## src/design/usbepf_pkg.sv

```systemverilog
// Purpose: Shared constants and types for the endpoint buffer port control block.
// Assumes: 16-bit register bus, registers at byte offsets.
// Notes: Field positions, offsets and reset values live here; the assertions repeat the field positions as literals.
package usbepf_pkg;
	// Register offsets.
	localparam logic [6:0] ADDR_SIDE_HANDOFF = 7'h2e;
	localparam logic [6:0] ADDR_DMA_SETUP = 7'h30;
	// Handoff register fields.
	localparam int BIT_SIDE_SWAP = 15;
	localparam int BIT_ENGINE_SIDE_CLEAR = 14;
	localparam int BIT_ENGINE_SIDE_BUSY = 13;
	// Setup register fields.
	localparam int BIT_LENGTH_COUNTDOWN = 15;
	localparam int BIT_POINTER_REWIND = 14;
	localparam int BIT_AUTO_CLEAR = 13;
	localparam int BIT_ACCESS_WIDTH = 10;
	localparam int BIT_XACT_ON = 9;
	localparam int BIT_XACT_ZERO = 8;
	localparam int PIPE_LSB = 0;
	// Reset values.
	localparam logic [15:0] RST_SIDE_HANDOFF = 16'h0000;
	localparam logic [15:0] RST_DMA_SETUP = 16'h0000;
	// Pipe codes.
	localparam logic [2:0] PIPE_NONE = 3'h0;
	localparam logic [2:0] PIPE_BAD = 3'h7;
	// Byte steps per DMA read.
	localparam logic [9:0] STEP_8BIT = 10'h001;
	localparam logic [9:0] STEP_16BIT = 10'h002;
	// Staging buffer defaults.
	localparam int FIFO_WIDTH = 16;
	localparam int FIFO_DEPTH = 4;

	// Writable state of the DMA port setup register.
	typedef struct packed {
		logic length_countdown_mode;
		logic auto_clear_mode;
		logic port_access_width;
		logic xact_counter_on;
		logic [2:0] pipe;
	} usbepf_setup_t;

	// One register bus access.
	typedef struct packed {
		logic wr;
		logic rd;
		logic [6:0] addr;
		logic [15:0] wdata;
	} usbepf_bus_t;
endpackage

```

## src/design/usbepf_fifo.sv

```systemverilog
// Purpose: Small staging FIFO between the serial engine and the DMA port.
// Assumes: One clock, synchronous active-high reset.
// Notes: Flush empties it in one cycle; a push in that cycle is dropped.
`timescale 1ns/1ps
`default_nettype none
module usbepf_fifo #(
	parameter int WIDTH = 16,
	parameter int DEPTH = 4
) (
	// Clock and reset.
	input wire logic i_clk,
	input wire logic i_rst,
	input wire logic i_flush,
	// Filling side.
	input wire logic [WIDTH-1:0] i_data,
	input wire logic i_valid,
	output logic o_ready,
	// Draining side.
	output logic [WIDTH-1:0] o_data,
	output logic o_valid,
	input wire logic i_ready
);
	localparam int AW = (DEPTH > 1) ? $clog2(DEPTH) : 1;

	// The pointers wrap by power of two only, so other depths are refused at elaboration.
	if (DEPTH < 2 || (DEPTH & (DEPTH - 1)) != 0 || WIDTH < 1) begin : g_bad_size
		$error("usbepf_fifo: DEPTH must be a power of two of at least 2");
	end

	logic [WIDTH-1:0] mem [DEPTH];
	logic [AW-1:0] wr_ptr;
	logic [AW-1:0] rd_ptr;
	logic [AW:0] count;
	logic push;
	logic pop;

	// Full and empty are taken straight from the occupancy count.
	assign o_ready = (count != (AW+1)'(DEPTH));
	assign o_valid = (count != '0);
	assign push = i_valid && o_ready;
	assign pop = o_valid && i_ready;

	// Storage is written only, never reset.
	always_ff @(posedge i_clk) begin
		if (push) begin
			mem[wr_ptr] <= i_data;
		end
	end

	// Head word is held in a register so the port data come from a flop.
	always_ff @(posedge i_clk) begin
		if (i_rst || i_flush) begin
			o_data <= '0;
		end else if (pop && count > (AW+1)'(1)) begin
			o_data <= mem[rd_ptr + AW'(1)];
		end else if (push && (count == '0 || (pop && count == (AW+1)'(1)))) begin
			o_data <= i_data;
		end
	end

	// Pointers and occupancy.
	always_ff @(posedge i_clk) begin
		if (i_rst || i_flush) begin
			wr_ptr <= '0;
			rd_ptr <= '0;
			count <= '0;
		end else begin
			if (push) begin
				wr_ptr <= wr_ptr + AW'(1);
			end
			if (pop) begin
				rd_ptr <= rd_ptr + AW'(1);
			end
			count <= count + (AW+1)'(push) - (AW+1)'(pop);
		end
	end
endmodule
`default_nettype wire

```

## src/design/usbepf_port_ctrl.sv

```systemverilog
// Purpose: Buffer handoff controls of the CPU port and setup of the DMA port.
// Assumes: Bus and engine signals are synchronous to I_SYS_CLK (20 MHz).
// Notes: Commands leave as one-cycle pulses toward the buffer manager.
// What the document requires of this block and of software
// RULE1: Writing side swap in continuous mode, buffer not full, hands engine buffer to CPU.
// RULE2: A software side swap raises buffer ready for the selected pipe.
// RULE3: Side swap acts only on OUT pipes; control pipe and zero writes ignored.
// RULE4: Writing engine side clear empties engine buffer, hands it over; reads zero.
// RULE5: Engine side clear acts only on IN pipes, never the control pipe.
// RULE6: Software sets NAK and waits for busy zero before engine side clear.
// RULE7: Busy flag shows engine access to selected pipe's buffer; control pipe meaningless.
// RULE8: Countdown mode decrements rx length per read; else hold, clear when all read.
// RULE9: Rewind resets read pointer for OUT, write pointer for IN; reads zero.
// RULE10: Auto clear mode bit enables automatic clearing, read-write, resets zero.
// RULE11: Access width bit selects 8-bit when zero, 16-bit when one.
// RULE12: Transaction counter enable bit switches the counter function off or on.
// RULE13: Writing one to counter clear zeroes the transaction counter.
// RULE14: Pipe select 000 disables port, 001 to 110 pipes one to six, 111 invalid.
// RULE15: Auto clear on an OUT pipe clears the buffer once all data read.
// RULE16: Rewind written with a new pipe select applies to the new pipe.
// RULE17: Software never selects one pipe on both CPU and DMA ports.
// RULE18: Reserved bits read zero and ignore writes.
`timescale 1ns/1ps
`default_nettype none
module usbepf_port_ctrl
	import usbepf_pkg::*;
#(
	parameter int DATA_WIDTH = FIFO_WIDTH,
	parameter int DEPTH = FIFO_DEPTH,
	parameter int XACT_WIDTH = 16
) (
	// Clock and reset.
	input wire logic I_SYS_CLK,
	input wire logic I_RST,
	// Register bus.
	input wire usbepf_bus_t I_BUS,
	output logic [15:0] O_RDATA,
	// CPU port pipe state.
	input wire logic [2:0] I_CPU_PIPE,
	input wire logic I_CPU_PIPE_OUT,
	input wire logic I_CONT_MODE,
	input wire logic I_BUF_FULL,
	input wire logic I_ENGINE_BUSY,
	// CPU port handoff commands.
	output logic O_SIDE_SWAP,
	output logic O_ENGINE_CLEAR,
	output logic O_BUF_READY,
	output logic [2:0] O_BUF_READY_PIPE,
	// DMA port pipe state and commands.
	input wire logic I_DMA_PIPE_OUT,
	output usbepf_setup_t O_SETUP,
	output logic O_DMA_PORT_ON,
	output logic O_REWIND_RD,
	output logic O_REWIND_WR,
	output logic [2:0] O_REWIND_PIPE,
	output logic O_AUTO_CLEAR,
	// Receive length and transaction counting.
	input wire logic I_RX_LEN_LOAD,
	input wire logic [9:0] I_RX_LEN,
	input wire logic I_XACT_DONE,
	output logic [9:0] O_RX_LENGTH,
	output logic [XACT_WIDTH-1:0] O_XACT_COUNT,
	// Engine data into the staging buffer.
	input wire logic [DATA_WIDTH-1:0] I_ENG_DATA,
	input wire logic I_ENG_VALID,
	output logic O_ENG_READY,
	// DMA port data out of the staging buffer.
	output logic [DATA_WIDTH-1:0] O_DMA_DATA,
	output logic O_DMA_VALID,
	input wire logic I_DMA_READ
);
	// The bus is 16 bits wide and the length field is 10 bits, so other widths are refused.
	if (DATA_WIDTH != 16 || XACT_WIDTH < 1 || XACT_WIDTH > 16) begin : g_bad_width
		$error("usbepf_port_ctrl: unsupported width parameters");
	end

	// A pipe code names a real data pipe only in the range one to six.
	function automatic logic pipe_is_data(input logic [2:0] p);
		return (p != PIPE_NONE) && (p != PIPE_BAD);
	endfunction

	usbepf_setup_t setup;
	logic [9:0] rx_length;
	logic [9:0] remaining;
	logic [XACT_WIDTH-1:0] xact_count;
	logic wr_handoff;
	logic wr_setup;
	logic [2:0] next_pipe;
	logic [9:0] step;
	logic dma_pop;
	logic last_read;
	logic rewind_now;
	logic fifo_flush;

	// Register write decode.
	assign wr_handoff = I_BUS.wr && (I_BUS.addr == ADDR_SIDE_HANDOFF);
	assign wr_setup = I_BUS.wr && (I_BUS.addr == ADDR_DMA_SETUP);

	// The pipe the rest of this write acts on, new if the write changes it.
	assign next_pipe = wr_setup ? I_BUS.wdata[PIPE_LSB +: 3] : setup.pipe;

	// Setup register fields; pointer bits and reserved bits are not stored.
	always_ff @(posedge I_SYS_CLK) begin
		if (I_RST) begin
			// Each field takes its own bit of the register's reset value.
			setup.length_countdown_mode <= RST_DMA_SETUP[BIT_LENGTH_COUNTDOWN];
			setup.auto_clear_mode <= RST_DMA_SETUP[BIT_AUTO_CLEAR];
			setup.port_access_width <= RST_DMA_SETUP[BIT_ACCESS_WIDTH];
			setup.xact_counter_on <= RST_DMA_SETUP[BIT_XACT_ON];
			setup.pipe <= RST_DMA_SETUP[PIPE_LSB +: 3];
		end else if (wr_setup) begin
			// RULE8: countdown mode select
			setup.length_countdown_mode <= I_BUS.wdata[BIT_LENGTH_COUNTDOWN];
			// RULE10: auto clear enable
			setup.auto_clear_mode <= I_BUS.wdata[BIT_AUTO_CLEAR];
			// RULE11: access width select
			setup.port_access_width <= I_BUS.wdata[BIT_ACCESS_WIDTH];
			// RULE12: counter enable stored
			setup.xact_counter_on <= I_BUS.wdata[BIT_XACT_ON];
			// RULE14: pipe select stored
			setup.pipe <= I_BUS.wdata[PIPE_LSB +: 3];
		end
	end

	// RULE14: port on only for pipes one to six
	assign O_DMA_PORT_ON = pipe_is_data(setup.pipe);
	assign O_SETUP = setup;

	// Handoff commands toward the buffer manager as single-cycle pulses; the ready pipe code is registered every cycle.
	always_ff @(posedge I_SYS_CLK) begin
		if (I_RST) begin
			O_SIDE_SWAP <= 1'b0;
			O_ENGINE_CLEAR <= 1'b0;
			O_BUF_READY <= 1'b0;
			O_BUF_READY_PIPE <= PIPE_NONE;
		end else begin
			// RULE1: swap while not full
			// RULE3: OUT pipes only, ones only
			O_SIDE_SWAP <= wr_handoff && I_BUS.wdata[BIT_SIDE_SWAP] && pipe_is_data(I_CPU_PIPE)
				&& I_CPU_PIPE_OUT && I_CONT_MODE && !I_BUF_FULL;
			// RULE2: ready raised with swap
			O_BUF_READY <= wr_handoff && I_BUS.wdata[BIT_SIDE_SWAP] && pipe_is_data(I_CPU_PIPE)
				&& I_CPU_PIPE_OUT && I_CONT_MODE && !I_BUF_FULL;
			O_BUF_READY_PIPE <= I_CPU_PIPE;
			// RULE4: clear and hand over
			// RULE5: IN pipes only
			O_ENGINE_CLEAR <= wr_handoff && I_BUS.wdata[BIT_ENGINE_SIDE_CLEAR]
				&& pipe_is_data(I_CPU_PIPE) && !I_CPU_PIPE_OUT;
		end
	end

	// RULE9: rewind is a one-shot write
	// RULE16: aimed at the newly selected pipe
	assign rewind_now = wr_setup && I_BUS.wdata[BIT_POINTER_REWIND] && pipe_is_data(next_pipe);

	// Rewind pulses carry the pipe they apply to.
	always_ff @(posedge I_SYS_CLK) begin
		if (I_RST) begin
			O_REWIND_RD <= 1'b0;
			O_REWIND_WR <= 1'b0;
			O_REWIND_PIPE <= PIPE_NONE;
		end else begin
			O_REWIND_RD <= rewind_now && I_DMA_PIPE_OUT;
			O_REWIND_WR <= rewind_now && !I_DMA_PIPE_OUT;
			O_REWIND_PIPE <= next_pipe;
		end
	end

	// Staged words are stale after a rewind or a pipe change, so drop them.
	assign fifo_flush = rewind_now || (wr_setup && next_pipe != setup.pipe);

	// Reads only drain while the port is enabled.
	assign dma_pop = I_DMA_READ && O_DMA_VALID && O_DMA_PORT_ON;

	// RULE11: bytes consumed per read
	assign step = setup.port_access_width ? STEP_16BIT : STEP_8BIT;
	assign last_read = dma_pop && (remaining <= step);

	// Receive length seen by software and the hidden byte tracker behind it.
	always_ff @(posedge I_SYS_CLK) begin
		if (I_RST) begin
			rx_length <= '0;
			remaining <= '0;
		end else if (I_RX_LEN_LOAD) begin
			rx_length <= I_RX_LEN;
			remaining <= I_RX_LEN;
		end else if (dma_pop) begin
			remaining <= last_read ? 10'h000 : remaining - step;
			// RULE8: count down or hold then clear
			if (setup.length_countdown_mode) begin
				rx_length <= (rx_length <= step) ? 10'h000 : rx_length - step;
			end else if (last_read) begin
				rx_length <= 10'h000;
			end
		end
	end
	assign O_RX_LENGTH = rx_length;

	// RULE15: automatic clear after last read
	always_ff @(posedge I_SYS_CLK) begin
		if (I_RST) begin
			O_AUTO_CLEAR <= 1'b0;
		end else begin
			O_AUTO_CLEAR <= last_read && setup.auto_clear_mode && I_DMA_PIPE_OUT;
		end
	end

	// Transaction counter; a clear write wins over a count in the same cycle.
	always_ff @(posedge I_SYS_CLK) begin
		if (I_RST) begin
			xact_count <= '0;
		end else if (wr_setup && I_BUS.wdata[BIT_XACT_ZERO]) begin
			// RULE13: clear to zero
			xact_count <= '0;
		end else if (setup.xact_counter_on && I_DMA_PIPE_OUT && I_XACT_DONE) begin
			// RULE12: counts only when on
			xact_count <= xact_count + XACT_WIDTH'(1);
		end
	end
	assign O_XACT_COUNT = xact_count;

	// Register readback, one cycle after the read strobe.
	always_ff @(posedge I_SYS_CLK) begin
		if (I_RST) begin
			O_RDATA <= RST_SIDE_HANDOFF;
		end else if (I_BUS.rd) begin
			O_RDATA <= 16'h0000;
			// RULE18: reserved bits read zero
			if (I_BUS.addr == ADDR_SIDE_HANDOFF) begin
				// RULE7: busy for a data pipe only
				O_RDATA[BIT_ENGINE_SIDE_BUSY] <= I_ENGINE_BUSY && pipe_is_data(I_CPU_PIPE);
			end else if (I_BUS.addr == ADDR_DMA_SETUP) begin
				O_RDATA[BIT_LENGTH_COUNTDOWN] <= setup.length_countdown_mode;
				O_RDATA[BIT_AUTO_CLEAR] <= setup.auto_clear_mode;
				O_RDATA[BIT_ACCESS_WIDTH] <= setup.port_access_width;
				O_RDATA[BIT_XACT_ON] <= setup.xact_counter_on;
				O_RDATA[PIPE_LSB +: 3] <= setup.pipe;
			end
		end
	end

	// Staging buffer between the engine and the DMA port.
	usbepf_fifo #(
		.WIDTH(DATA_WIDTH),
		.DEPTH(DEPTH)
	) u_fifo (
		.i_clk(I_SYS_CLK),
		.i_rst(I_RST),
		.i_flush(fifo_flush),
		.i_data(I_ENG_DATA),
		.i_valid(I_ENG_VALID),
		.o_ready(O_ENG_READY),
		.o_data(O_DMA_DATA),
		.o_valid(O_DMA_VALID),
		.i_ready(dma_pop)
	);
endmodule
`default_nettype wire

```

## config.mk

```make
export PLATFORM = sky130hd
export DESIGN_NAME = usbepf_port_ctrl
export DESIGN_NICKNAME = d
export VERILOG_FILES = /design/src/design/usbepf_pkg.sv /design/src/design/usbepf_fifo.sv /design/src/design/usbepf_port_ctrl.sv
export SDC_FILE = /design/constraint.sdc
export NUM_CORES = 1
export LEC_CHECK = 0
export ABC_AREA = 0
export BUFFER_PORTS_ARGS = -buffer_cell sky130_fd_sc_hd__buf_2
export CAP_MARGIN = 40
export CORE_ASPECT_RATIO = 1.2
export CORE_MARGIN = 4
export CORE_UTILIZATION = 55
export CTS_CLUSTER_SIZE = 8
export DETAILED_ROUTE_END_ITERATION = 6
export PLACE_DENSITY = 0.84
export SYNTH_ARGS = -nofsm -noshare
export SYNTH_HDL_FRONTEND = slang
export SYNTH_SLANG_ARGS = --single-unit
```

## constraint.sdc

```tcl
create_clock -name I_SYS_CLK -period 2.9 [get_ports I_SYS_CLK]
set_input_delay 0.87 -clock I_SYS_CLK [delete_from_list [all_inputs] [get_ports I_SYS_CLK]]
set_output_delay 0.87 -clock I_SYS_CLK [all_outputs]
set_load 0.02 [all_outputs]
```

==> results of run 1 <==
## through the flow
| step | cell area (um2) | setup WS, ps | utilization, % | instances |
|---|---|---|---|---|
| finish | 8074 | 472.3 | 68.84 | 915 |
| global route | 8074 | 379.3 | 68.84 | 915 |
| CTS | 8074 | 450.0 | 68.84 | 915 |
| detailed placement | 7497 | 127.6 | 63.92 | 883 |
| global placement | 7475 | 217.7 | 63.73 | 881 |
| floorplan | 6729 | 297.9 | - | 621 |
## state kept, by name, indices dropped and copies added (netlist names)
signal and cells:
O_AUTO_CLEAR 1, O_BUF_READY 1, O_BUF_READY_PIPE 3, O_ENGINE_CLEAR 1, O_RDATA 7, O_REWIND_PIPE 3, O_REWIND_RD 1, O_REWIND_WR 1
O_RX_LENGTH 10, O_SETUP 7, O_XACT_COUNT 16, remaining 10, u_fifo.count 3, u_fifo.mem 64, u_fifo.o_data 16, u_fifo.rd_ptr 2
u_fifo.wr_ptr 2
## cell usage in the layout (no fill, tap or decap), types with 5 or more instances in the layout
| master | netlist | routed |
|---|---|---|
| a211oi_1 | 5 | 5 |
| a21oi_1 | 37 | 37 |
| a311oi_1 | 15 | 15 |
| and3_1 | 11 | 11 |
| buf_2 | 8 | 128 |
| buf_4 | 12 | 19 |
| clkbuf_16 | 0 | 17 |
| conb_1 | 1 | 9 |
| dfxtp_1 | 84 | 84 |
| edfxtp_1 | 64 | 64 |
| ha_1 | 13 | 13 |
| inv_1 | 22 | 22 |
| mux2i_1 | 5 | 5 |
| mux4_2 | 16 | 16 |
| nand2_1 | 43 | 43 |
| nand2b_1 | 7 | 7 |
| nand3_1 | 38 | 38 |
| nand4_1 | 5 | 5 |
| nor2_1 | 68 | 68 |
| nor3_1 | 10 | 10 |
| nor3b_1 | 5 | 5 |
| nor4_1 | 8 | 8 |
| o21ai_0 | 10 | 10 |
| o31ai_1 | 6 | 6 |
| xnor2_1 | 13 | 13 |
| xor2_1 | 12 | 12 |
## layout make-up
| cell class | instances | share of cell area (%) |
|---|---|---|
| Tap cell | 157 | 2.433 |
| Clock buffer | 21 | 5.455 |
| Timing Repair Buffer | 149 | 10.13 |
| Sequential cell | 148 | 44.63 |
| Clock inverter | 11 | 1.689 |
| Inverter | 23 | 1.069 |
| Multi-Input combinational cell | 406 | 34.59 |
## cell families after synthesis
| kind of cell | Yosys count | share of synthesized area (%) |
|---|---|---|
| AND/OR/NAND/NOR | 229 | 17.33 |
| flip-flops | 148 | 53.79 |
| AO/OA/AOI/OAI | 106 | 11.04 |
| buffers and inverters | 67 | 5.062 |
| XOR/XNOR | 25 | 3.269 |
| multiplexers | 21 | 6.126 |
| adder cells (fa/ha/maj) | 16 | 3.325 |
| other | 1 | 0.05598 |
## worst register-to-register path: stages (launching register included)
cell and delay, ps:
dfxtp_1 370, or4_4 590, nor4_2 480, buf_4 250
o21ai_0 90, buf_4 170, and3_1 140, a211oi_1 190
## where the power goes
group / total [uW] / switching [uW] / internal [uW]
logic: 853 / 539 / 314
registers: 2460 / 90.7 / 2370
clock network: 2150 / 808 / 1340
## metal layers
metal | up-vias | wire length, um | part of all wire (%) | GRT usage [%]
li1 | 2501 | - | - | -
met1 | 2528 | 6392 | 40 | 27.99
met2 | 199 | 8274 | 52 | 42.02
met3 | 31 | 1070 | 6.7 | 6.021
met4 | 0 | 299 | 1.9 | 8.024
met5 | - | 0 | 0 | 0
## how the worst max path moves through the flow
stage | startpoint | endpoint | slack, ps | depth (start not counted)
global placement | I_BUS[16] | O_REWIND_RD | 220 | 6
CTS | O_SETUP[2] | O_DMA_PORT_ON | 450 | 3
detailed placement | I_BUS[16] | O_REWIND_RD | 130 | 6
global route | remaining[5] | O_RX_LENGTH[7] | 380 | 7
finish | O_SETUP[2] | O_DMA_PORT_ON | 470 | 3
floorplan | I_BUS[16] | u_fifo.o_data[12] | 300 | 8
==> impl_metrics.csv, run 1 <==
group,metric,value,unit
place,globalplace.congestion,0.8959,
clock_tree,numCtsBuffers,17,
critical_path,critPathKind,"register to output port",
min_path,hold_class,"register to register",
sta,period_needed,2428,ps
synth,ys_seq_area_share,53.79,%
detailed_routing,first_iter_violations,262,
sta,period_share,83.71,%
global_route,grt-ovfl-total,0,
detailed_routing,vias_per_cell,5.748,
layout,areaGrowthSynthToFinish,20.53,%
critical_path,cpLargestDelayFamily,"simple AND/OR/NAND/NOR gates",
clock_tree,cts_setup_buffers,0,
place,hpwl,11.52,mm
clock_tree,cts_tree,"done",
clock_tree,cts_root_buf,"clkbuf_16",
clock_tree,clkLatencyLatePin,410,ps
global_route,antenna_found_initial,0,
clock_tree,cts_sinks,148,
die,rows,43,
clock_tree,h-tree-depth,4,
clock_tree,cts_buffer_depth,2,
synth,ys_top_cells_by_count,"dfxtp_1, nor2_1, edfxtp_1, nand2_1, nand3_1",
synth,ys_ff_latch,148,
die,die_h,128.9,um
critical_path,cpPeakStageDelay,450,ps
critical_path,rr_worst_depth,7,
sta,finalSetupTns,0,ps
critical_path,crit_chain,"or3_1 > and2_1 > buf_2",
detailed_routing,drtAntennaViolNets,0,
global_route,grt_max_degree,33,
sta,final_hold_viol_count,0,
critical_path,r2r_slack,540,ps
synth,synth_most_common_cell,"dfxtp_1",
layout,seqCellArea,3603,um2
global_route,grt_pass1_wl,25.85,mm
min_path,min_to,"O_RDATA[10]",
power,peakVddDrop,0.0003488,V
layout,fin_nets,826,
power,p_leak,0.003242,uW
synth,synth.top_cell.area_share,28.69,%
critical_path,end_kind,"output port",
sta,slew_headroom,42.87,%
layout,diodes,0,
clock_tree,cts-resized-gates,0,
synth,syn-mean-instance-area,10.93,um2
sta,rsz0062_at_grt,"false",
detailed_routing,drcViolationCount,0,
sta,setup_viol,0,
run,drv_cap,0,
die,core_region_area,11730,um2
place,portBuffers,128,
global_route,grt_use_total,23.74,%
min_path,holdPathStages,2,
sta,fmax,0.4119,GHz
synth,synth_edf_count,64,
status,status,"finished, final reports clean",
detailed_routing,drt-total-wl,16.04,mm
critical_path,worstPathMaxFanout,6,
synth,synth_cells,613,
sta,finClkSkew,9.242,ps
die,die_w,108.7,um
global_route,grt_pass1_vias,5330,
die,dieArea,14020,um2
sta,worst_pin_slew,849.7,ps
critical_path,crit_arrival,1560,ps
clock_tree,post_cts_hold_buffer_count,0,
power,p_per_area,677.0,nW/um2
sta,slew_violations,0,
die,start_util,57.12,%
detailed_routing,firstDrtPassIters,5,
layout,fillers,903,
detailed_routing,vias,5259,
synth,async_flop_share,0,%
synth,ys_types,68,
detailed_routing,routedWlPerCell,17.53,um
min_path,hold_start,"O_RDATA[10]",
layout,multi_input_area,2793,um2
critical_path,cp.required,2030,ps
synth,yosys_warnings,0,
power,p_total,5466,uW
synth,synthTopCellsByArea,"edfxtp_1, dfxtp_1, mux4_2",
synth,synth_largest_area_cell,"edfxtp_1",
synth,synth_area,6699,um2
critical_path,r2r_end,"O_RX_LENGTH[9]",
die,io_pins,145,
critical_path,start_kind,"register",
critical_path,timing.rr.start,"remaining[5]",
critical_path,critPathSlowestCell,"or3_1",
layout,drive_above_1_share,27.18,%
critical_path,worst-path-buf-inv,1,
clock_tree,clk_transition_reported_paths,50,ps
synth,synth-main-ff-cell,"dfxtp_1",
sta,hold_ws,470.3,ps
Note: power is estimated with default switching activity, not from simulation.
==> run 2, diff against run 1 <==
--- a/config.mk
+++ b/config.mk
@@ -10,10 +10,10 @@
 export CAP_MARGIN = 40
 export CORE_ASPECT_RATIO = 1.2
 export CORE_MARGIN = 4
-export CORE_UTILIZATION = 55
+export CORE_UTILIZATION = 49
 export CTS_CLUSTER_SIZE = 8
 export DETAILED_ROUTE_END_ITERATION = 6
-export PLACE_DENSITY = 0.84
+export PLACE_DENSITY = 0.79
 export SYNTH_ARGS = -nofsm -noshare
 export SYNTH_HDL_FRONTEND = slang
 export SYNTH_SLANG_ARGS = --single-unit
==> constraint.sdc (replaced) <==
create_clock -name I_SYS_CLK -period 2 [get_ports I_SYS_CLK]
set_input_delay 0.6 -clock I_SYS_CLK [delete_from_list [all_inputs] [get_ports I_SYS_CLK]]
set_output_delay 0.6 -clock I_SYS_CLK [all_outputs]
set_load 0.02 [all_outputs]
==> impl_metrics.csv, run 2 (synthesis results as in run 1) <==
group,metric,value,unit
power,peakVddDrop,0.0007680,V
critical_path,cp.required,1400,ps
critical_path,crit_arrival,1520,ps
layout,drive_above_1_share,38.59,%
global_route,grt_pass1_vias,5800,
global_route,grt_max_degree,33,
global_route,grt-ovfl-total,0,
global_route,grt_pass1_wl,27.66,mm
sta,finClkSkew,6.538,ps
critical_path,end_kind,"output port",
layout,largest_reg_flops,64,
sta,worst_pin_slew,553.5,ps
clock_tree,clkLatencyLatePin,420,ps
clock_tree,post_cts_hold_buffer_count,0,
layout,final_cells,979,
die,die_h,136.1,um
critical_path,start_kind,"register",
sta,final_hold_viol_count,0,
place,preCtsSetupSlack,-450.5,ps
layout,fillers,975,
power,p_sw_share,28.11,%
die,die_w,114.7,um
global_route,antenna_found_initial,1,
sta,period_needed,2124,ps
global_route,grt_use_total,22.59,%
detailed_routing,drt-total-wl,17.32,mm
die,dieArea,15610,um2
power,seq_power_share,43.7,%
sta,slew_headroom,62.76,%
die,io_pins,145,
clock_tree,cts_sinks,148,
sta,fmax,0.4709,GHz
power,clkPwrFrac,37.7,%
power,p_leak,0.003567,uW
layout,regMostFlops,"u_fifo.mem",
clock_tree,numCtsBuffers,17,
detailed_routing,first_iter_violations,300,
layout,layout_commonest_cell,"buf_2",
sta,setup_viol,4,
detailed_routing,drcViolationCount,0,
layout,areaGrowthSynthToFinish,31.83,%
detailed_routing,drtAntennaViolNets,0,
sta,fin_ws,-123.7,ps
layout,fin_nets,879,
power,p_per_area,920.1,nW/um2
place,portBuffers,128,
min_path,hold_class,"primary input to register",
place,globalplace.congestion,0.8669,
clock_tree,cts_root_buf,"clkbuf_16",
status,violations,"setup timing",
clock_tree,clk_transition_reported_paths,60,ps
clock_tree,cts_tree,"done",
power,comb_power_share,18.7,%
detailed_routing,vias_per_cell,5.661,
critical_path,critPathKind,"register to output port",
detailed_routing,routedWlPerCell,17.70,um
critical_path,worstPathMaxFanout,2,
detailed_routing,vias,5542,
power,p_int,5841,uW
place,dp.cells,939,
sta,rsz0062_at_grt,"true",
die,core_region_area,13300,um2
detailed_routing,firstDrtPassIters,5,
layout,layout_common_cells,"buf_2, dfxtp_1, nor2_1",
status,status,"complete, but fails checks",
sta,slew_violations,0,
clock_tree,cts_buffer_depth,2,
die,start_util,50.39,%
place,hpwl,12.21,mm
sta,period_share,106.2,%
die,rows,46,
power,p_sw,2284,uW
clock_tree,h-tree-depth,4,
layout,diodes,0,
run,drv_cap,0,
[run 2: changes by cell type in the layout (fill, tap and decap cells not counted), sizes merged]
cell / before / now
inv: 23 / 27
bufinv: 3 / 1
clkbuf: 21 / 19
buf: 149 / 202
[run 2: timing repair]
| action | CTS | global route |
|---|---|---|
| endpoints found under the hold margin | 0 | 0 |
| setup buffers | 4 | 4 |
| resized for setup | 26 | 32 |
| setup endpoints to repair | 12 | 21 |
| pin swaps | 13 | 18 |
[run 2: worst paths after layout]
check	depth (start not counted)	slack, ps	endpoint	from
setup / recovery	4	-120	O_DMA_PORT_ON	O_SETUP[1]
hold / removal	2	360	O_ENGINE_CLEAR	I_CPU_PIPE_OUT
setup reg to reg	9	-40	remaining[2]	O_SETUP[4]
hold reg to reg	2	480	O_RDATA[1]	O_RDATA[1]
[run 2: area by class of cell]
cell class	instances	area (um2)	area share [%]
clock buffers	19	452.9	5.129
repair buffers	202	1280	14.49
clock inverters	13	121.4	1.374
flip-flops and latches	148	3616	40.95
well taps	168	210.2	2.380
multi-input cells	406	3052	34.56
inverters	23	98.84	1.119
[run 2: metal layers]
metal	routed length (um)	track usage, %
met3	1263	6.367
met4	395	9.524
met1	6548	24.99
met2	9110	40.39
met5	7	0
[run 2: power by group through the flow]
stage          sequential (uW)  clock, uW  combinational, uW
2_1_floorplan             3710          0                746
3_3_place_gp              3590          0               1340
3_5_place_dp              3610          0               1390
4_1_cts                   3550       3110               1440
5_1_grt                   3570       3240               1650
6_report                  3550       3060               1520
[run 2: worst max-delay path: stages (launching register included)]
cell and delay (ps):
dfxtp_2 320, or3_4 410, buf_6 130, and2_4 130
buf_6 120
[run 2: per-stage QoR]
step	hold slack, ps	setup TNS [ps]	util [%]	cell area, um2	power (uW)
floorplan	458.8	-7135	-	6805	4460
global route	354.3	-777.9	66.42	8831	8465
global placement	452.6	-13930	59.82	7953	4923
detailed placement	473.3	-16830	59.82	7953	5003
CTS	339.1	-204.8	65.16	8663	8099
finish	358.1	-193.7	66.42	8831	8125
